File: config.mk
export PLATFORM = sky130hd
export DESIGN_NAME = crid_regs
export DESIGN_NICKNAME = d
export VERILOG_FILES = /design/src/core/crid_pkg.sv /design/src/core/crid_load_if.sv /design/src/core/crid_regs.sv /design/src/core/crid_pack.sv
export SDC_FILE = /design/constraint.sdc
export NUM_CORES = 1
export LEC_CHECK = 0
export BUFFER_PORTS_ARGS = -buffer_cell sky130_fd_sc_hd__buf_2
export CAP_MARGIN = 15
export CORE_ASPECT_RATIO = 1.75
export CORE_MARGIN = 3
export CORE_UTILIZATION = 50
export CTS_BUF_LIST = sky130_fd_sc_hd__clkbuf_2 sky130_fd_sc_hd__clkbuf_4 sky130_fd_sc_hd__clkbuf_8
export CTS_CLUSTER_SIZE = 16
export DETAILED_ROUTE_END_ITERATION = 8
export GPL_ROUTABILITY_DRIVEN = 0
export PLACE_DENSITY = 0.91
export SLEW_MARGIN = 20
export SYNTH_ARGS = -nofsm -noshare
export SYNTH_HDL_FRONTEND = slang
export SYNTH_HIERARCHICAL = 1
export SYNTH_SLANG_ARGS = --single-unit
export TNS_END_PERCENT = 10
File: constraint.sdc
create_clock -name clock -period 3.1 [get_ports clock]
set_clock_uncertainty 0.1 [all_clocks]
set_input_delay 0.31 -clock clock [delete_from_list [all_inputs] [get_ports clock]]
set_output_delay 0.31 -clock clock [all_outputs]
set_load 0.01 [all_outputs]
File: src/core/crid_pkg.sv
// Package with register map, field layout and widths of the receive identifier registers.
package crid_pkg;
  // Register byte addresses on the APB bus (one aligned word each).
  localparam logic [7:0] CRID_ADDR_IDENT_HIGH     = 8'h00;
  localparam logic [7:0] CRID_ADDR_IDENT_LOW      = 8'h04;
  localparam logic [7:0] CRID_ADDR_EXT_IDENT_HIGH = 8'h08;
  localparam logic [7:0] CRID_ADDR_EXT_IDENT_LOW  = 8'h0c;
  // Address width of the APB slave.
  localparam int CRID_AW = 8;
  // Number of byte registers.
  localparam int CRID_NREG = 4;
  // Register indices inside the register array.
  localparam int CRID_IDX_IH = 0;
  localparam int CRID_IDX_IL = 1;
  localparam int CRID_IDX_EH = 2;
  localparam int CRID_IDX_EL = 3;
  // Field positions in the identifier low byte.
  localparam int CRID_LOW_STD_MSB = 7;
  localparam int CRID_LOW_STD_LSB = 5;
  localparam int CRID_LOW_SRR_BIT = 4;
  localparam int CRID_LOW_EXT_BIT = 3;
  localparam int CRID_LOW_UNIMP_BIT = 2;
  // Extended identifier bits 17:16 sit at the bottom of the low byte.
  localparam int CRID_LOW_EID_MSB = 1;
  localparam int CRID_LOW_EID_LSB = 0;
  // Standard identifier pieces: bits 10:3 go high, bits 2:0 go low.
  localparam int CRID_STD_UP_MSB  = 10;
  localparam int CRID_STD_UP_LSB  = 3;
  localparam int CRID_STD_LOW_MSB = 2;
  localparam int CRID_STD_LOW_LSB = 0;
  // Extended identifier pieces, one entry per register field.
  localparam int CRID_EXT_TOP_MSB  = 28;
  localparam int CRID_EXT_TOP_LSB  = 21;
  localparam int CRID_EXT_UMID_MSB = 20;
  localparam int CRID_EXT_UMID_LSB = 18;
  localparam int CRID_EXT_MID_MSB  = 17;
  localparam int CRID_EXT_MID_LSB  = 16;
  localparam int CRID_EXT_SEC_MSB  = 15;
  localparam int CRID_EXT_SEC_LSB  = 8;
  localparam int CRID_EXT_BOT_MSB  = 7;
  localparam int CRID_EXT_BOT_LSB  = 0;
  // Mask of implemented bits in the low byte; bit 2 always reads zero.
  localparam logic [7:0] CRID_LOW_MASK = 8'hfb;
  // Value returned for implemented-bit-free positions.
  localparam logic [7:0] CRID_ZERO_BYTE = 8'h00;
  // Reset value chosen for registers documented as unknown after power-on.
  localparam logic [7:0] CRID_RESET_BYTE = 8'h00;
  // Identifier widths.
  localparam int CRID_STD_W = 11;
  localparam int CRID_EXT_W = 29;
endpackage : crid_pkg

File: src/core/crid_load_if.sv
// Interface that carries a received frame's identifier from the capture stage to the registers.
`timescale 1ns/1ps
interface crid_load_if;
  logic                      load;           // One-cycle load of a new frame identifier.
  logic [crid_pkg::CRID_EXT_W-1:0] ident;    // Identifier, right aligned for standard frames.
  logic                      extended_frame_flag;    // Frame used the extended format.
  logic                      substitute_remote_flag; // Remote request bit of the frame.
  logic [7:0]                byte_val [crid_pkg::CRID_NREG]; // Packed register bytes.
  modport src (output load, output ident, output extended_frame_flag,
               output substitute_remote_flag, input byte_val);
  modport dst (input load, input ident, input extended_frame_flag,
               input substitute_remote_flag, output byte_val);
endinterface : crid_load_if

File: src/core/crid_regs.sv
// Receive buffer identifier registers with APB slave and frame load port.
`timescale 1ns/1ps
module crid_regs (
  input  wire logic                         clock,
  input  wire logic                         rst,
  input  wire logic                         clk_en,
  input  wire logic                         psel,
  input  wire logic                         penable,
  input  wire logic                         pwrite,
  input  wire logic [crid_pkg::CRID_AW-1:0] paddr,
  input  wire logic [31:0]                  pwdata,
  input  wire logic [3:0]                   pstrb,
  output logic      [31:0]                  prdata,
  output logic                              pready,
  output logic                              pslverr,
  input  wire logic                         frame_load,
  input  wire logic [crid_pkg::CRID_EXT_W-1:0] frame_ident,
  input  wire logic                         frame_extended,
  input  wire logic                         frame_remote,
  output logic      [crid_pkg::CRID_EXT_W-1:0] ident_out,
  output logic                              ident_extended
);
  import crid_pkg::*;

  // Register bytes as software and the frame loader see them.
  logic [7:0]            regs      [CRID_NREG];
  // Next values of the register bytes, one per entry.
  logic [7:0]            next_regs [CRID_NREG];
  // Next value of the registered read data.
  logic [31:0]           next_prdata;
  // Next value of the registered ready pulse.
  logic                  next_pready;
  // Next value of the registered error answer.
  logic                  next_pslverr;
  // Index of the register that the bus address selects.
  logic [1:0]            sel_idx;
  // High when the bus address names one of the four registers.
  logic                  sel_hit;
  // High in an access cycle that still waits for its answer.
  logic                  acc_wait;
  // High at the edge on which the master sees the answer.
  logic                  acc_done;
  // High when a finishing transfer is a write that lands.
  logic                  wr_commit;
  // Next value of the rebuilt identifier.
  logic [CRID_EXT_W-1:0] next_ident_out;
  // Next value of the rebuilt extended-frame flag.
  logic                  next_ident_extended;

  // Carrier between the frame inputs and the byte packer.
  // Only the packer reads the identifier fields; the load pulse is read here.
  crid_load_if lp ();

  // The load pulse travels with its identifier so packer and registers agree.
  assign lp.load                   = frame_load;
  // The identifier is right aligned; standard frames use the low eleven bits.
  assign lp.ident                  = frame_ident;
  // Format flag of the received frame.
  assign lp.extended_frame_flag    = frame_extended;
  // Remote request bit; it only counts for extended frames.
  assign lp.substitute_remote_flag = frame_remote;

  // The packer turns one identifier into the four register images.
  crid_pack u_pack (
    .lp (lp)
  );

  // Address decode: each register sits on its own aligned word.
  // Any other address, unaligned ones included, is refused with an error.
  // The whole byte address is compared, so unaligned addresses always miss.
  always_comb begin
    // Start from a hit on the first register; the default branch clears the hit.
    sel_hit = 1'b1;
    sel_idx = 2'(CRID_IDX_IH);
    case (paddr)
      CRID_ADDR_IDENT_HIGH: begin
        // Identifier high byte.
        sel_idx = 2'(CRID_IDX_IH);
      end
      CRID_ADDR_IDENT_LOW: begin
        // Identifier low byte with the format flags.
        sel_idx = 2'(CRID_IDX_IL);
      end
      CRID_ADDR_EXT_IDENT_HIGH: begin
        // Extended identifier high byte.
        sel_idx = 2'(CRID_IDX_EH);
      end
      CRID_ADDR_EXT_IDENT_LOW: begin
        // Extended identifier low byte.
        sel_idx = 2'(CRID_IDX_EL);
      end
      default: begin
        // Unmapped word: no register answers it.
        sel_hit = 1'b0;
      end
    endcase
  end

  // Transfer phases of the bus.
  // The answer is registered, so an access waits one cycle with pready low.
  // A write is held back to the edge at which the master sees pready, so a
  // transfer that the master has not finished never changes a register.
  always_comb begin
    // Access phase not yet answered.
    acc_wait  = psel && penable && !pready;
    // Access phase that the master ends at this edge.
    acc_done  = psel && penable && pready;
    // Mapped write with the low byte lane enabled.
    wr_commit = acc_done && sel_hit && pwrite && pstrb[0];
  end

  // Next bus answer: a one-cycle pulse of pready with read data or an error.
  always_comb begin
    // Between transfers the answer lines rest at zero.
    next_pready  = 1'b0;
    next_pslverr = 1'b0;
    next_prdata  = '0;
    if (acc_wait) begin
      // The answer comes one cycle into the access phase.
      next_pready  = 1'b1;
      // An unmapped address is refused and reads back zero.
      next_pslverr = !sel_hit;
      if (sel_hit && !pwrite) begin
        // Only the low byte of the word carries a register.
        next_prdata = {CRID_ZERO_BYTE, CRID_ZERO_BYTE, CRID_ZERO_BYTE, regs[sel_idx]};
      end
    end
  end

  // Bus answer registers, frozen while the clock enable is low.
  // The answer stands for one cycle, then the lines fall back to zero.
  always_ff @(posedge clock) begin
    if (rst) begin
      // Reset leaves the bus idle.
      prdata  <= '0;
      pready  <= 1'b0;
      pslverr <= 1'b0;
    end else if (clk_en) begin
      // Run: take the computed answer.
      prdata  <= next_prdata;
      pready  <= next_pready;
      pslverr <= next_pslverr;
    end
  end

  // One group of state per register byte.
  // Writing each byte once keeps the load, write and mask logic identical.
  for (genvar g = 0; g < CRID_NREG; g++) begin : g_byte
    // Bits that this byte can hold; the unimplemented low-byte bit is dropped.
    localparam logic [7:0] KEEP_MASK = (g == CRID_IDX_IL) ? CRID_LOW_MASK : ~CRID_ZERO_BYTE;

    // Next value: a frame load wins over a software write in the same cycle,
    // so a frame that arrives while software writes is never torn apart.
    always_comb begin
      // Hold the byte unless something below replaces it.
      next_regs[g] = regs[g];
      if (wr_commit && (sel_idx == 2'(g))) begin
        // Software writes the low byte of the bus word.
        next_regs[g] = pwdata[7:0];
      end
      if (lp.load) begin
        // A received frame replaces all four bytes at once.
        next_regs[g] = lp.byte_val[g];
      end
      // Bit 2 of the low byte never holds a one.
      next_regs[g] = next_regs[g] & KEEP_MASK;
    end

    // Byte register, cleared by reset and frozen while the clock enable is low.
    always_ff @(posedge clock) begin
      if (rst) begin
        // Contents after power-on are unknown; zero is chosen.
        regs[g] <= CRID_RESET_BYTE;
      end else if (clk_en) begin
        // Run: take the computed next value.
        regs[g] <= next_regs[g];
      end
    end
  end

  // Rebuild the identifier that the registers describe, one cycle behind them.
  // The extended flag in the low byte decides how the fields are read.
  always_comb begin
    // The flag comes straight from its register bit.
    next_ident_extended = regs[CRID_IDX_IL][CRID_LOW_EXT_BIT];
    if (next_ident_extended) begin
      // Extended: top bits, upper middle, middle, second byte, bottom byte.
      next_ident_out = {regs[CRID_IDX_IH],
                        regs[CRID_IDX_IL][CRID_LOW_STD_MSB:CRID_LOW_STD_LSB],
                        regs[CRID_IDX_IL][CRID_LOW_EID_MSB:CRID_LOW_EID_LSB],
                        regs[CRID_IDX_EH],
                        regs[CRID_IDX_EL]};
    end else begin
      // Standard: eleven bits, zero above them.
      next_ident_out = {{(CRID_EXT_W - CRID_STD_W){1'b0}},
                        regs[CRID_IDX_IH],
                        regs[CRID_IDX_IL][CRID_LOW_STD_MSB:CRID_LOW_STD_LSB]};
    end
  end

  // Identifier view registers, frozen while the clock enable is low.
  // Software writes to the bytes show up here as well as frame loads.
  always_ff @(posedge clock) begin
    if (rst) begin
      // Reset shows a zero standard identifier.
      ident_out      <= '0;
      ident_extended <= 1'b0;
    end else if (clk_en) begin
      // Run: take the rebuilt view.
      ident_out      <= next_ident_out;
      ident_extended <= next_ident_extended;
    end
  end
endmodule // crid_regs

File: src/core/crid_pack.sv
// Combinational packer that maps a frame identifier onto the four register byte images.
`timescale 1ns/1ps
module crid_pack (
  crid_load_if.dst lp
);
  import crid_pkg::*;

  // Standard and extended views of the identifier.
  logic [CRID_STD_W-1:0] std_id;
  logic [CRID_EXT_W-1:0] ext_id;

  // Split the identifier according to the frame format.
  always_comb begin
    std_id = lp.ident[CRID_STD_W-1:0];
    ext_id = lp.ident;
    if (lp.extended_frame_flag) begin
      // Extended frame: all four bytes carry identifier bits.
      lp.byte_val[CRID_IDX_IH] = ext_id[CRID_EXT_TOP_MSB:CRID_EXT_TOP_LSB];
      lp.byte_val[CRID_IDX_IL] = {ext_id[CRID_EXT_UMID_MSB:CRID_EXT_UMID_LSB],
                                  lp.substitute_remote_flag,
                                  1'b1,
                                  1'b0,
                                  ext_id[CRID_EXT_MID_MSB:CRID_EXT_MID_LSB]};
      lp.byte_val[CRID_IDX_EH] = ext_id[CRID_EXT_SEC_MSB:CRID_EXT_SEC_LSB];
      lp.byte_val[CRID_IDX_EL] = ext_id[CRID_EXT_BOT_MSB:CRID_EXT_BOT_LSB];
    end else begin
      // Standard frame: eleven bits, the rest of the bytes read zero.
      lp.byte_val[CRID_IDX_IH] = std_id[CRID_STD_UP_MSB:CRID_STD_UP_LSB];
      lp.byte_val[CRID_IDX_IL] = {std_id[CRID_STD_LOW_MSB:CRID_STD_LOW_LSB],
                                  CRID_ZERO_BYTE[CRID_LOW_SRR_BIT:0]};
      lp.byte_val[CRID_IDX_EH] = CRID_ZERO_BYTE;
      lp.byte_val[CRID_IDX_EL] = CRID_ZERO_BYTE;
    end
  end
endmodule // crid_pack

==> flow_metrics.py <==
metrics = {
    "status": {
        "status": "finished clean",
    },
    "route": {
        "drc": 0,
        "drt_wl_total_um": 8366,
        "drt_iter0_drc": 184,
        "dr_total_vias": 2799,
        "post_drt_wl_per_cell_um": 16.24,
        "postRouteAntennaNets": 0,
        "detail_route.first_pass.iterations": 5,
        "viasPerCell": 5.435,
    },
    "global_route": {
        "grt_util_all_layers": 0.2030,
        "grt_pass1_wl_um": 13100,
        "grt_max_degree": 35,
        "overflow": 0,
        "antenna_found_initial": 1,
        "grt_pass1_vias": 2786,
    },
    "sta": {
        "tightest_slew_ns": 1.120,
        "rsz0062_at_grt": "no",
        "setup_viol_count_final": 0,
        "hold_violations": 0,
        "slew_headroom": 0.2468,
        "timing.final.crit_share": 0.7090,
        "fin_crit_ns": 2.198,
        "fin_setup_tns_ns": 0,
        "clock.fmax_mhz": 455.0,
        "drv_slew": 0,
    },
    "finish": {
        "post-route-cell-area_mm2": 0.004183,
        "area.growth.synth_to_final_pct": 15.67,
        "drive_gt1_frac": 0.3256,
        "finish.net_count": 507,
    },
    "synth": {
        "synth_area_mm2": 0.003616,
        "synthCells": 340,
        "syn_avg_cell_area_um2": 10.64,
        "synth_warnings": 6,
    },
    "cts": {
        "root_buffer": "clkbuf_8",
        "cts_buffer_depth": 2,
        "cts_made_buffers": 9,
        "ctsResizeCount": 0,
        "htree_num_levels": 3,
        "cts.sinks": 71,
        "cts_hold_buf": 0,
        "clkLatencyLatePin_ns": 0.35,
        "post_cts_buffers": 0,
        "cts_tree": "yes",
        "clk_pin_slew_ns": 0.07,
    },
    "placed_design": {
        "place_area_mm2": 0.003993,
        "place_hpwl_um": 6599,
        "io_buffers": 94,
    },
    "min_path": {
        "hp-start": "penable",
        "worstHoldPathType": "in -> reg",
    },
    "power_and_ir_drop": {
        "p_leak_nw": 1.858,
        "irDropWorstVdd_v": 0.0002946,
        "cellPowerDensity_mw_per_mm2": 494.0,
    },
    "critical_path": {
        "reg2reg_from": "pready",
        "startpoint_type": "flip-flop",
        "cp-startpoint": "pready",
        "crit_path_max_fanout": 8,
        "crit_type": "reg -> reg",
        "worstPathArrival_ns": 2.07,
        "setup.worst_path.end_class": "flip-flop",
        "worstPathRequired_ns": 2.97,
    },
    "floorplan": {
        "die_w_um": 70.29,
        "die_y_um": 118.5,
        "pin_count": 146,
        "die-area_mm2": 0.008328,
        "rows": 40,
        "start_util": 0.5198,
        "core_area_mm2": 0.006957,
    },
    "run": {
        "cap_violations": 0,
    },
}
layout make-up:
cell class	instances	area, um^2
Inverter	8	30.03
Fill cell	599	2774
Clock buffer	9	123.9
Antenna cell	1	2.502
Tap cell	84	105.1
Sequential cell	71	1732
Clock inverter	7	63.81
Multi-Input combinational cell	236	1618
Timing Repair Buffer	99	508.0
final timing paths:
check / to / slack [ns] / cells past startpoint
worst min register to register: ident_extended / 0.35 / 1
worst max-delay path: regs[0][1] / 0.90 / 3
worst min-delay path: pready / 0.20 / 3
worst max register to register: regs[0][1] / 0.90 / 3
layout by cell type, fill, tap and decap left out, types with 7 or more instances in the layout:
cell,instances
a211oi_1,11
a21oi_1,27
a22o_1,18
and2_1,20
buf_2,94
clkbuf_8,9
conb_1,24
dfxtp_1,40
edfxtp_1,31
inv_1,8
mux2_4,11
mux2i_1,11
mux4_2,7
nand2_1,39
nand2b_1,10
nor2_1,13
o21ai_0,13
or3_1,7
stage by stage:
stage	std cells	hold slack (ns)	power [W]	setup WS, ns	util
floorplan	363	0.3550	0.001303	1.047	-
global placement	498	0.3326	0.001374	0.6695	0.5739
detailed placement	498	0.3406	0.001388	0.6090	0.5739
CTS	514	0.1836	0.002076	0.9263	0.6009
global route	515	0.2297	0.002137	0.8566	0.6013
finish	515	0.1977	0.002066	0.9021	0.6013
worst max-delay path, stage by stage, from the launching register on:
cell and delay (ns):
dfxtp_1 0.40, and4b_1 0.21, nand4_1 0.17, o31ai_1 0.95
report_power, final:
group          switching [W]  internal [W]  leakage (nW)
logic               0.000154      0.000130          1.12
registers          0.0000457       0.00104         0.641
clock network       0.000334      0.000364        0.0941
state kept, by name (all words and copies together) (netlist names):
name	cells
prdata	8
pslverr	1
regs	31
ident_out	29
ident_extended	1
pready	1
layer usage:
layer | wire [um] | vias to the layer above | global-route usage
met4 | 417 | 0 | 0.1439
li1 | - | 1333 | -
met5 | 0 | - | 0
met3 | 625 | 27 | 0.04681
met2 | 4544 | 162 | 0.3592
met1 | 2778 | 1277 | 0.2019
Note: power is estimated with default switching activity, not from simulation.
